<file path="src/rtl/link_pulse_defs.svh">
`ifndef LINK_PULSE_DEFS_SVH
`define LINK_PULSE_DEFS_SVH

// ------------------------------------------------------------
// clock and conversion of times into cycle counts
// ------------------------------------------------------------
`define CLK_PERIOD_NS        100.0
`define UNIT_NS              1.0
`define UNIT_US              1000.0
`define UNIT_MS              1000000.0
`define CYC_UP(t, u)         int'($ceil((t) * (u) / `CLK_PERIOD_NS))
`define CYC_DN(t, u)         int'($floor((t) * (u) / `CLK_PERIOD_NS))

// ------------------------------------------------------------
// link pulse timing
// ------------------------------------------------------------
`define PAGE_BITS            16
`define T_NLP_TX_MIN_MS      8.0
`define T_NLP_TX_MAX_MS      24.0
`define T_RX_PULSE_MIN_NS    50.0
`define T_LINK_TEST_MIN_MS   6.0
`define T_LINK_LOSS_MS       50.0
`define LINK_PASS_PULSES     3
`define T_FLP_TX_WIDTH_NS    100.0
`define T_FLP_DATA_NOM_US    62.5
`define T_BURST_TX_MIN_MS    8.0
`define T_BURST_TX_MAX_MS    22.0
`define T_FLP_TEST_MIN_US    5.0
`define T_FLP_TEST_MAX_US    165.0
`define T_DATA_MIN_US        15.0
`define T_DATA_MAX_US        78.0
`define FLP_BURST_PULSES     17
`define T_BURST_TEST_MIN_MS  5.0
`define T_BURST_TEST_MAX_MS  50.0
`define BURSTS_FOR_CAPABLE   3
`define T_ACK_FAIL_MS        1200.0
`define T_BREAK_LINK_MS      1200.0
`define T_LINK_INHIBIT_MS    750.0

`endif

</file>
<file path="src/rtl/link_pulse_pkg.sv">
`include "link_pulse_defs.svh"

package link_pulse_pkg;

   // per-channel inputs
   typedef struct packed {
      logic                    an_enable;
      logic                    restart_an;
      logic                    ack_done;
      logic                    link_ready;
      logic                    rx_packet;
      logic                    rx_pulse;
      logic [`PAGE_BITS-1:0]   tx_page;
   } chan_in_type;

   // per-channel outputs
   typedef struct packed {
      logic                    tx_pulse;
      logic                    link_pass;
      logic                    an_capable;
      logic                    page_valid;
      logic [`PAGE_BITS-1:0]   rx_page;
      logic                    ack_fail;
      logic                    inhibit_fail;
   } chan_out_type;

   typedef enum logic [1:0] {TX_NLP, TX_BREAK, TX_GAP, TX_BURST} tx_state_type;
   typedef enum logic {RX_IDLE, RX_BURST} rx_state_type;
   typedef enum logic [2:0] {AN_OFF, AN_ACK, AN_INHIBIT, AN_LINKED, AN_FAILED} an_state_type;

endpackage

</file>
<file path="src/rtl/link_pulse_timing.sv">
`timescale 1ns/10ps
`default_nettype none
`include "link_pulse_defs.svh"

module link_pulse_timing
   import link_pulse_pkg::*;
#(
   parameter int CHANNELS       = 4,
   parameter int TW             = 24,
   parameter int NLP_TX_CYC     = `CYC_UP((`T_NLP_TX_MIN_MS + `T_NLP_TX_MAX_MS) / 2.0, `UNIT_MS),
   parameter int LINK_MIN_CYC   = `CYC_UP(`T_LINK_TEST_MIN_MS, `UNIT_MS),
   parameter int LINK_LOSS_CYC  = `CYC_UP(`T_LINK_LOSS_MS, `UNIT_MS),
   parameter int BURST_TX_CYC   = `CYC_UP((`T_BURST_TX_MIN_MS + `T_BURST_TX_MAX_MS) / 2.0, `UNIT_MS),
   parameter int BURST_MIN_CYC  = `CYC_UP(`T_BURST_TEST_MIN_MS, `UNIT_MS),
   parameter int BURST_MAX_CYC  = `CYC_UP(`T_BURST_TEST_MAX_MS, `UNIT_MS),
   parameter int ACK_FAIL_CYC   = `CYC_UP(`T_ACK_FAIL_MS, `UNIT_MS),
   parameter int BREAK_CYC      = `CYC_UP(`T_BREAK_LINK_MS, `UNIT_MS),
   parameter int INHIBIT_CYC    = `CYC_UP(`T_LINK_INHIBIT_MS, `UNIT_MS)
)(
   input  wire logic                        sys_clk,
   input  wire logic                        reset_n,
   input  wire chan_in_type [CHANNELS-1:0]  chan_in,
   output wire chan_out_type [CHANNELS-1:0] chan_out
);

   // ------------------------------------------------------------
   // derived counts
   // ------------------------------------------------------------
   localparam int RX_W_CYC   = `CYC_UP(`T_RX_PULSE_MIN_NS, `UNIT_NS);
   localparam int FLP_W_CYC  = `CYC_UP(`T_FLP_TX_WIDTH_NS, `UNIT_NS);
   localparam int DOFS_CYC   = `CYC_UP(`T_FLP_DATA_NOM_US, `UNIT_US);
   localparam int FMIN_CYC   = `CYC_UP(`T_FLP_TEST_MIN_US, `UNIT_US);
   localparam int FMAX_CYC   = `CYC_UP(`T_FLP_TEST_MAX_US, `UNIT_US);
   localparam int DMIN_CYC   = `CYC_UP(`T_DATA_MIN_US, `UNIT_US);
   localparam int DMAX_CYC   = `CYC_DN(`T_DATA_MAX_US, `UNIT_US);

   localparam logic [3:0]    RX_W    = 4'(RX_W_CYC);
   localparam logic [3:0]    FLP_W   = 4'(FLP_W_CYC);
   localparam logic [TW-1:0] NLP_P   = TW'(NLP_TX_CYC - 1);
   localparam logic [TW-1:0] LT_MIN  = TW'(LINK_MIN_CYC);
   localparam logic [TW-1:0] LOSS    = TW'(LINK_LOSS_CYC);
   localparam logic [TW-1:0] BURST_P = TW'(BURST_TX_CYC - 1);
   localparam logic [TW-1:0] BRK_P   = TW'(BREAK_CYC - 1);
   localparam logic [TW-1:0] DOFS_P  = TW'(DOFS_CYC - 1);
   localparam logic [TW-1:0] FMIN    = TW'(FMIN_CYC);
   localparam logic [TW-1:0] FMAX    = TW'(FMAX_CYC);
   localparam logic [TW-1:0] DMIN    = TW'(DMIN_CYC);
   localparam logic [TW-1:0] DMAX    = TW'(DMAX_CYC);
   localparam logic [TW-1:0] BMIN    = TW'(BURST_MIN_CYC);
   localparam logic [TW-1:0] BMAX    = TW'(BURST_MAX_CYC);
   localparam logic [TW-1:0] ACK_P   = TW'(ACK_FAIL_CYC - 1);
   localparam logic [TW-1:0] LFI_P   = TW'(INHIBIT_CYC - 1);
   localparam logic [1:0]    PASS_N  = 2'(`LINK_PASS_PULSES - 1);
   localparam logic [4:0]    CLKS_N  = 5'(`FLP_BURST_PULSES);
   localparam logic [1:0]    SEQ_N   = 2'(`BURSTS_FOR_CAPABLE);
   localparam logic [5:0]    SLOT_L  = 6'(2 * (`FLP_BURST_PULSES - 1));

   // ------------------------------------------------------------
   // elaboration checks
   // ------------------------------------------------------------
   if (CHANNELS < 1 || TW < 12 || TW > 31)
      $error("link_pulse_timing: bad channel count or timer width");
   if (NLP_TX_CYC >= 2**TW || LINK_LOSS_CYC >= 2**TW || BURST_TX_CYC >= 2**TW ||
       BURST_MAX_CYC >= 2**TW || ACK_FAIL_CYC >= 2**TW || BREAK_CYC >= 2**TW ||
       INHIBIT_CYC >= 2**TW || NLP_TX_CYC < 2 || BURST_TX_CYC < 2)
      $error("link_pulse_timing: timer count does not fit the timer width");
   if (RX_W_CYC > 15 || FLP_W_CYC > 15 || FLP_W_CYC < 1)
      $error("link_pulse_timing: pulse width count out of range");

   // saturating timer step, shared by every TW-bit timer
   function automatic logic [TW-1:0] sat_inc(input logic [TW-1:0] v);
      return (&v) ? v : v + 1'b1;
   endfunction

   // ------------------------------------------------------------
   // one independent timer set per channel
   // ------------------------------------------------------------
   for (genvar g = 0; g < CHANNELS; g++) begin : chan
      chan_in_type                ci;
      logic                       evt;
      logic                       clr;
      logic                       fire;
      logic                       rx_q,    rx_d;
      logic [3:0]                 wid_q,   wid_d;
      logic [TW-1:0]              nlp_t_q, nlp_t_d;
      logic                       fail_q,  fail_d;
      logic [1:0]                 pass_q,  pass_d;
      tx_state_type               tx_st_q, tx_st_d;
      logic [TW-1:0]              tx_t_q,  tx_t_d;
      logic [TW-1:0]              sl_t_q,  sl_t_d;
      logic [5:0]                 slot_q,  slot_d;
      logic [3:0]                 pw_q,    pw_d;
      logic                       pulse_q, pulse_d;
      rx_state_type               rs_q,    rs_d;
      logic [TW-1:0]              cp_t_q,  cp_t_d;
      logic [4:0]                 cnt_q,   cnt_d;
      logic                       ds_q,    ds_d;
      logic [`PAGE_BITS-1:0]      sr_q,    sr_d;
      logic [TW-1:0]              bt_t_q,  bt_t_d;
      logic [TW-1:0]              gap_q,   gap_d;
      logic [1:0]                 seq_q,   seq_d;
      logic                       cap_q,   cap_d;
      logic [`PAGE_BITS-1:0]      page_q,  page_d;
      logic                       pv_q,    pv_d;
      an_state_type               an_q,    an_d;
      logic [TW-1:0]              at_q,    at_d;
      logic                       af_q,    af_d;
      logic                       if_q,    if_d;

      assign ci  = chan_in[g];
      // falling edge of a wide enough pulse is one qualified event
      assign evt = rx_q & ~ci.rx_pulse & (wid_q >= RX_W);
      assign clr = ci.restart_an | ~ci.an_enable;

      // next-state logic for the whole channel
      always_comb begin
         rx_d    = ci.rx_pulse;
         wid_d   = ci.rx_pulse ? ((&wid_q) ? wid_q : wid_q + 4'h1) : 4'h0;
         // receive link integrity
         nlp_t_d = sat_inc(nlp_t_q);
         fail_d  = fail_q;
         pass_d  = pass_q;
         if (ci.rx_packet)
            nlp_t_d = '0;
         if (evt) begin
            if (nlp_t_q < LT_MIN) begin
               pass_d = 2'h0;
            end else begin
               nlp_t_d = '0;
               if (fail_q) begin
                  if (pass_q == PASS_N) begin
                     fail_d = 1'b0;
                     pass_d = 2'h0;
                  end else begin
                     pass_d = pass_q + 2'h1;
                  end
               end
            end
         end else if (nlp_t_q >= LOSS) begin
            fail_d = 1'b1;
            pass_d = 2'h0;
         end
         // transmit pulse scheduling
         tx_st_d = tx_st_q;
         tx_t_d  = sat_inc(tx_t_q);
         sl_t_d  = sat_inc(sl_t_q);
         slot_d  = slot_q;
         fire    = 1'b0;
         case (tx_st_q)
            TX_NLP: begin
               if (ci.an_enable) begin
                  tx_st_d = TX_GAP;
                  tx_t_d  = '0;
               end else if (tx_t_q >= NLP_P) begin
                  fire   = 1'b1;
                  tx_t_d = '0;
               end
            end
            TX_BREAK: begin
               // silent; first burst follows at once
               if (tx_t_q >= BRK_P) begin
                  tx_st_d = TX_GAP;
                  tx_t_d  = BURST_P;
               end
            end
            TX_GAP: begin
               if (tx_t_q >= BURST_P) begin
                  tx_st_d = TX_BURST;
                  tx_t_d  = '0;
                  slot_d  = 6'h0;
                  sl_t_d  = '0;
               end
            end
            TX_BURST: begin
               // even slots carry clocks, odd slots the page bits
               if (sl_t_q == '0) begin
                  fire = ~slot_q[0] | ci.tx_page[slot_q[4:1]];
                  if (slot_q == SLOT_L)
                     tx_st_d = TX_GAP;
               end
               if (sl_t_q >= DOFS_P) begin
                  sl_t_d = '0;
                  slot_d = slot_q + 6'h1;
               end
            end
            default: tx_st_d = TX_NLP;
         endcase
         if (!ci.an_enable && tx_st_q != TX_NLP) begin
            tx_st_d = TX_NLP;
            tx_t_d  = '0;
         end
         if (ci.restart_an && ci.an_enable) begin
            tx_st_d = TX_BREAK;
            tx_t_d  = '0;
            fire    = 1'b0;
         end
         pw_d    = fire ? FLP_W : ((pw_q != 4'h0) ? pw_q - 4'h1 : 4'h0);
         pulse_d = (pw_d != 4'h0);
         // received burst decoding
         rs_d   = rs_q;
         cp_t_d = sat_inc(cp_t_q);
         cnt_d  = cnt_q;
         ds_d   = ds_q;
         sr_d   = sr_q;
         bt_t_d = sat_inc(bt_t_q);
         gap_d  = gap_q;
         seq_d  = seq_q;
         cap_d  = cap_q;
         page_d = page_q;
         pv_d   = 1'b0;
         case (rs_q)
            RX_IDLE: begin
               if (evt && ci.an_enable) begin
                  rs_d   = RX_BURST;
                  cp_t_d = '0;
                  cnt_d  = 5'h1;
                  ds_d   = 1'b0;
                  gap_d  = bt_t_q;
                  bt_t_d = '0;
               end
            end
            RX_BURST: begin
               if (evt) begin
                  if (cp_t_q < FMIN) begin
                     ds_d = ds_q;
                  end else if (cp_t_q >= DMIN && cp_t_q < DMAX) begin
                     ds_d = 1'b1;
                  end else if (cp_t_q >= DMAX) begin
                     cp_t_d = '0;
                     cnt_d  = (&cnt_q) ? cnt_q : cnt_q + 5'h1;
                     sr_d   = {ds_q, sr_q[`PAGE_BITS-1:1]};
                     ds_d   = 1'b0;
                  end
               end else if (cp_t_q >= FMAX) begin
                  rs_d = RX_IDLE;
                  if (cnt_q == CLKS_N && gap_q >= BMIN) begin
                     if (gap_q > BMAX)
                        seq_d = 2'h1;
                     else if (seq_q != SEQ_N)
                        seq_d = seq_q + 2'h1;
                     if (seq_d == SEQ_N) begin
                        cap_d  = 1'b1;
                        page_d = sr_q;
                        pv_d   = 1'b1;
                     end
                  end
               end
            end
            default: rs_d = RX_IDLE;
         endcase
         if (clr) begin
            rs_d  = RX_IDLE;
            seq_d = 2'h0;
            cap_d = 1'b0;
         end
         // negotiation supervision; a fail raised in a clear cycle survives
         an_d = an_q;
         at_d = sat_inc(at_q);
         af_d = af_q & ~clr;
         if_d = if_q & ~clr;
         case (an_q)
            AN_OFF: begin
               if (cap_q) begin
                  an_d = AN_ACK;
                  at_d = '0;
               end
            end
            AN_ACK: begin
               if (ci.ack_done) begin
                  an_d = AN_INHIBIT;
                  at_d = '0;
               end else if (at_q >= ACK_P) begin
                  af_d = 1'b1;
                  an_d = AN_FAILED;
               end
            end
            AN_INHIBIT: begin
               if (ci.link_ready) begin
                  an_d = AN_LINKED;
               end else if (at_q >= LFI_P) begin
                  if_d = 1'b1;
                  an_d = AN_FAILED;
               end
            end
            AN_LINKED: begin
               if (!ci.link_ready)
                  an_d = AN_OFF;
            end
            AN_FAILED: an_d = AN_FAILED;
            default:   an_d = AN_OFF;
         endcase
         if (clr)
            an_d = AN_OFF;
      end

      // channel registers; link starts failed, burst gap starts long
      always_ff @(posedge sys_clk) begin
         if (!reset_n) begin
            rx_q    <= 1'b0;
            wid_q   <= 4'h0;
            nlp_t_q <= '0;
            fail_q  <= 1'b1;
            pass_q  <= 2'h0;
            tx_st_q <= TX_NLP;
            tx_t_q  <= '0;
            sl_t_q  <= '0;
            slot_q  <= 6'h0;
            pw_q    <= 4'h0;
            pulse_q <= 1'b0;
            rs_q    <= RX_IDLE;
            cp_t_q  <= '0;
            cnt_q   <= 5'h0;
            ds_q    <= 1'b0;
            sr_q    <= '0;
            bt_t_q  <= '1;
            gap_q   <= '1;
            seq_q   <= 2'h0;
            cap_q   <= 1'b0;
            page_q  <= '0;
            pv_q    <= 1'b0;
            an_q    <= AN_OFF;
            at_q    <= '0;
            af_q    <= 1'b0;
            if_q    <= 1'b0;
         end else begin
            rx_q    <= rx_d;
            wid_q   <= wid_d;
            nlp_t_q <= nlp_t_d;
            fail_q  <= fail_d;
            pass_q  <= pass_d;
            tx_st_q <= tx_st_d;
            tx_t_q  <= tx_t_d;
            sl_t_q  <= sl_t_d;
            slot_q  <= slot_d;
            pw_q    <= pw_d;
            pulse_q <= pulse_d;
            rs_q    <= rs_d;
            cp_t_q  <= cp_t_d;
            cnt_q   <= cnt_d;
            ds_q    <= ds_d;
            sr_q    <= sr_d;
            bt_t_q  <= bt_t_d;
            gap_q   <= gap_d;
            seq_q   <= seq_d;
            cap_q   <= cap_d;
            page_q  <= page_d;
            pv_q    <= pv_d;
            an_q    <= an_d;
            at_q    <= at_d;
            af_q    <= af_d;
            if_q    <= if_d;
         end
      end

      // outputs straight from flops
      assign chan_out[g].tx_pulse     = pulse_q;
      assign chan_out[g].link_pass    = ~fail_q;
      assign chan_out[g].an_capable   = cap_q;
      assign chan_out[g].page_valid   = pv_q;
      assign chan_out[g].rx_page      = page_q;
      assign chan_out[g].ack_fail     = af_q;
      assign chan_out[g].inhibit_fail = if_q;
   end

endmodule

`default_nettype wire

</file>
<file path="config.mk">
export PLATFORM = sky130hd
export DESIGN_NAME = link_pulse_timing
export DESIGN_NICKNAME = d
export VERILOG_FILES = /design/src/rtl/link_pulse_pkg.sv /design/src/rtl/link_pulse_timing.sv
export VERILOG_INCLUDE_DIRS = /design/src /design/src/rtl
export SDC_FILE = /design/constraint.sdc
export NUM_CORES = 2
export LEC_CHECK = 0
export BUFFER_PORTS_ARGS = -buffer_cell sky130_fd_sc_hd__buf_2
export CORE_MARGIN = 2
export CORE_UTILIZATION = 45
export DETAILED_ROUTE_END_ITERATION = 8
export HOLD_SLACK_MARGIN = 0.05
export PLACE_DENSITY_LB_ADDON = 0.2
export SKIP_LAST_GASP = 1
export SLEW_MARGIN = 20
export SYNTH_ARGS = -nofsm -noshare
export SYNTH_HDL_FRONTEND = slang
export SYNTH_SLANG_ARGS = --single-unit
export TNS_END_PERCENT = 20
</file>
<file path="constraint.sdc">
create_clock -name sys_clk -period 5.81 [get_ports sys_clk]
set_input_delay 0.581 -clock sys_clk [delete_from_list [all_inputs] [get_ports sys_clk]]
set_output_delay 0.581 -clock sys_clk [all_outputs]
set_load 0.01 [all_outputs]
</file>
# After elaboration in Yosys (flattened, before gate mapping)
# Index checks and enable logic that the tools add are counted.
[totals]
inputBits = 90
elab_cells = 969
output_inout_bits = 88
ff_bits = 948
[op_classes]
n_addsub = 48
order_cmp = 68
n_eq_ne = 144
n_reduce_logical = 152
mux = 380
bitwise = 69
[op_table]
columns = ["op", "count"]
rows = [
  ["$mux W24", 96],
  ["$add A24 B1 Y24 const B", 24],
  ["$pmux W24 S2", 12],
  ["$reduce_and A24 Y1", 24],
  ["$pmux W24 S3", 4],
  ["$ge A24 B10 Y1 const B", 8],
  ["$ge A24 B18 Y1 const B", 8],
  ["$ge A24 B24 Y1 const B", 8],
  ["$mux W2", 64],
  ["$mux W5", 24],
  ["$ne A2 B2 Y1 const B", 60],
  ["$mux W1", 108],
  ["$reduce_and A5 Y1", 20],
  ["$ge A24 B11 Y1 const B", 4],
  ["$ge A24 B16 Y1 const B", 4],
  ["$ge A24 B19 Y1 const B", 4],
  ["$ge A24 B23 Y1 const B", 4],
  ["$ge A24 B8 Y1 const B", 4],
  ["$gt A24 B19 Y1 const B", 4],
  ["$logic_not A24 Y1", 4],
  ["$lt A24 B10 Y1 const B", 4],
  ["$lt A24 B16 Y1 const B", 4],
  ["$lt A24 B6 Y1 const B", 4],
  ["$ne A4 B4 Y1 const B", 20],
  ["other kinds (42)", 341],
]

# Longest topological paths before layout
[depth]
ltp_word = 9
ltp_mapped = 11
depth_no_buf = 8

# Least setup slack after synthesis
# Ideal clock, no wire load.
[synth_path]
path_kind = "reg2reg"
from = "reg chan[2].wid_q[1]"
to = "reg chan[2].page_q[10]"
path_buffers = 2
arrival_time_ps = 2606
t_required_ps = 5738
stages_incl_launch_ff = 10
period_less_slack_ps = 2677
setup_slack_ps = 3133
setup_time_ps = 72
cell_sequence = "dfxtp_1 > inv_1 > ha_1 > or4b_2 > and3b_1 > a2111oi_2 > and3_1 > buf_2 > buf_4 > mux2i_1"
[synth_between]
elab_chain_cells = 4
[synth_lines]
columns = ["element", "line_no", "source"]
rows = [
  ["start, declared", "link_pulse_timing.sv:84", "logic [3:0] wid_q, wid_d;"],
  ["start signal, assigned", "link_pulse_timing.sv:327", "wid_q <= wid_d;"],
  ["$ge A4 B1 Y1", "link_pulse_timing.sv:112", "assign evt = rx_q & ~ci.rx_pulse & (wid_q >= RX_W);"],
  ["$and A1 B1 Y1", "link_pulse_timing.sv:112", ""],
  ["$not A1 Y1 (no source line)", "-", ""],
  ["$reduce_and A5 Y1 (no source line)", "-", ""],
  ["end signal, assigned", "link_pulse_timing.sv:346", "page_q <= page_d;"],
  ["end, declared", "link_pulse_timing.sv:103", "logic [`PAGE_BITS-1:0] page_q, page_d;"],
]
# No other way between the ends.
# A chain may end at the register's enable or synchronous reset.

# Final worst setup path
[layout_path]
from = "reg chan[1].wid_q[1]"
to = "reg chan[1].page_q[8]"
[layout_between]
elab_chain_cells = 4
[layout_lines]
columns = ["element", "line_no"]
rows = [
  ["start, declared", "link_pulse_timing.sv:84"],
  ["start signal, assigned", "link_pulse_timing.sv:327"],
  ["$ge A4 B1 Y1", "link_pulse_timing.sv:112"],
  ["$and A1 B1 Y1", "link_pulse_timing.sv:112"],
  ["$not A1 Y1 (no source line)", "-"],
  ["$reduce_and A5 Y1 (no source line)", "-"],
  ["end signal, assigned", "link_pulse_timing.sv:346"],
  ["end, declared", "link_pulse_timing.sv:103"],
]
# No other way between the ends.

==> metrics.txt <==
register area share after synthesis 0.4142; Slew Viols, Final 0; Fillers about 10000; DR WL/cell between 10 and 15 um; Cell Area, Synth around 46000 um2; Num Clock Sinks ~950; Antenna Cells 0; Max Cap Viol 0; crit path kind flip-flop to flip-flop; setup bufs post-CTS 0; average size of a mapped cell about 8.3 um2; Hold Path Class input pin to flip-flop; RSZ-0062 raised after global routing false; DRC viols 0; power per cell area 330.5 nW/um2; Worst Path Max Fanout 12; Rel. slew slack 0.2717; multi-input combinational cell area 25340 um2; crit path DAT 3.88 ns; Sw Pwr roughly 4.7 mW; post-CTS resize count 0; R2R Path End chan[1].page_q[8]; Clock Skew 0.02095 ns; vias between 30000 and 40000; vias in the first global route 35430; worst hold path stage count 3; gr ovfl total 0; Post-synth EDFFs 0; Worst-Margin Slew between 1 and 1.5 ns; TritonCTS clock tree done; Post-synth top flop dfxtp_1; antenna violations before repair 2; Num CTS Buffers 105; Initial Util 0.4516; post-route setup TNS 0 ns; hold buffers post-CTS 0; crit share post-route 0.5677; Int Power about 12 mW; most common cell after layout, fill and taps aside dfxtp_1; IO buf count 177; layout cells sized above 1 0.08460; cells taking the most area after synthesis dfxtp_1, nor2_1, nand2_1, xor2_1, xnor2_1; Rows ~120; Seq pwr share 0.432; pre-CTS worst setup slack 2.383 ns; die width ~320 um; Final WS setup ~2.5 ns; hpwl dp about 70 mm; ys async rst share 0; VDD IR-drop max ~220 uV; nets 5744; die outline area ~100000 um2; largest area contributor in the netlist dfxtp_1; Root Buffer clkbuf_16; status complete, no violations; Clock Tree Buf Depth 3; crit path launch chan[1].wid_q[1]; CORE AREA 101400 um2; yosys warns 0; FF-to-FF path depth 9; pin count of the biggest net entering global routing around 120; leak pwr 19.45 nW; GRT Overall Usage 0.1901; most frequent cells in the layout dfxtp_1, nor2_1, nand2_1; Layout area overhead 12.21%; # setup viols final 0; Net Sw Frac 0.2741; Vias/cell 5.412; H-tree depth reported by CTS 3; Sequential Area approximately 19000 um2; R2R Setup Slk 2.51 ns; CTS clock-pin slew for the worst setup and hold paths 0.06 ns; Worst setup EP type flip-flop; power share of the clock group 0.416; antenna violation net count after detailed routing 0; CP startpoint kind flip-flop; post-synth cell types 90; top cell type's share of synthesized area 0.4142; RR Startpoint chan[1].wid_q[1]; Fin. Hold Viols 0; Seq cells post-synth approximately 950; Die H roughly 320 um; RePlAce Congestion roughly 0.84; io pins 178; Mapped Nets approximately 5700; FMAX between 300 and 400 MHz; worst endpoint required time roughly 6.4 ns; combinational share of power 0.153; number of DRC markers in iteration 0 approximately 2300; Post-Route WL ~100 mm; first-pass GRT wire length 170.9 mm; min-delay src chan_in[38]; Final min period about 3.3 ns; Clk Latency, worst-skew pair about 0.67 ns; Hold Path End chan[1].rx_q; DRT Pass-1 Iters 6; Mapped Cells between 5000 and 6000
==> cells in the mapped netlist (all sizes together) (122+ instances only) <==
cell type	number
inv	122
mux2i	161
xnor2	240
dfxtp	948
o21ai	211
xor2	252
nand4	203
nand3	347
nand2	645
a21oi	153
nor2	758
clkbuf	233
nor3	186
and3	134
==> power groups by stage <==
| stage | logic, mW | clock network, mW | registers, mW |
|---|---|---|---|
| final | 2.59 | 7.07 | 7.33 |
| after global routing | 2.96 | 7.54 | 7.40 |
| after CTS | 2.60 | 7.28 | 7.33 |
| after detailed placement | 2.58 | 0 | 7.47 |
| after global placement | 2.54 | 0 | 7.46 |
| after floorplan | 2.11 | 0 | 7.35 |
==> routing by layer <==
metal | vias to the layer above | global-route usage | share of wire
met1 | 17830 | 0.2639 | 0.50
met2 | 502 | 0.3033 | 0.44
met4 | 2 | 0.05478 | 0.020
li1 | 19590 | - | -
met3 | 127 | 0.03137 | 0.040
met5 | - | 0 | 0.00013
==> sequential cells by signal, summed over array words and instances, names as in the netlist, 96 cells and up <==
| register | flops |
|---|---|
| chan.bt_t_q | 96 |
| chan.tx_t_q | 96 |
| chan.at_q | 96 |
| chan.gap_q | 96 |
| chan.cp_t_q | 96 |
| chan.nlp_t_q | 96 |
| chan.sl_t_q | 96 |
==> critical path, cell delays in order, from the launching register on <==
cell and delay, ns:
dfxtp_1 0.39, inv_1 0.08, ha_1 0.18, nor4b_1 0.25
nor3b_1 0.09, buf_4 0.18, a2111oi_0 0.87, and3_1 0.57
buf_4 0.36, mux2i_1 0.22
==> stage by stage <==
step           hold WS, ns  total power [mW]  cell area [um2]    util  std cells
4_1_cts             0.1690             17.21            51370  0.5063       7029
3_3_place_gp        0.4312             9.995            47610  0.4693       6834
2_1_floorplan       0.4168             9.453            45820       -       5534
6_report            0.2198             16.99            51410  0.5068       7030
5_1_grt             0.2303             17.89            51410  0.5068       7030
3_5_place_dp        0.4366             10.04            47630  0.4695       6834
==> area by class of cell <==
| cell class | instances | share of cell area |
|---|---|---|
| Timing Repair Buffer | 211 | 0.02295 |
| Sequential cell | 948 | 0.3691 |
| Multi-Input combinational cell | 4185 | 0.4929 |
| Tap cell | 1368 | 0.03329 |
| Inverter | 123 | 0.009029 |
| Clock buffer | 154 | 0.06218 |
| Clock inverter | 41 | 0.01051 |
==> logic make-up after synthesis <==
group,count (synthesis),synth area share
and+or+nand+nor,2721,0.2901
DFF,948,0.4142
AOI/OAI and AO/OA,707,0.09872
xor gates and xnor gates,492,0.09405
buffers and inverters,401,0.03542
muxes,184,0.04549
adders and majority gates,81,0.02206
==> worst max path at each step <==
stage / to / slack (ns) / cells after the start
finish: chan[1].page_q[8] / 2.51 / 9
CTS: chan[0].page_q[8] / 2.37 / 8
detailed placement: chan[0].page_q[2] / 2.38 / 8
floorplan: chan[2].page_q[10] / 3.13 / 9
global placement: chan[0].page_q[0] / 2.53 / 8
global route: chan[1].page_q[6] / 2.23 / 9
Note: power is estimated with default switching activity, not from simulation.
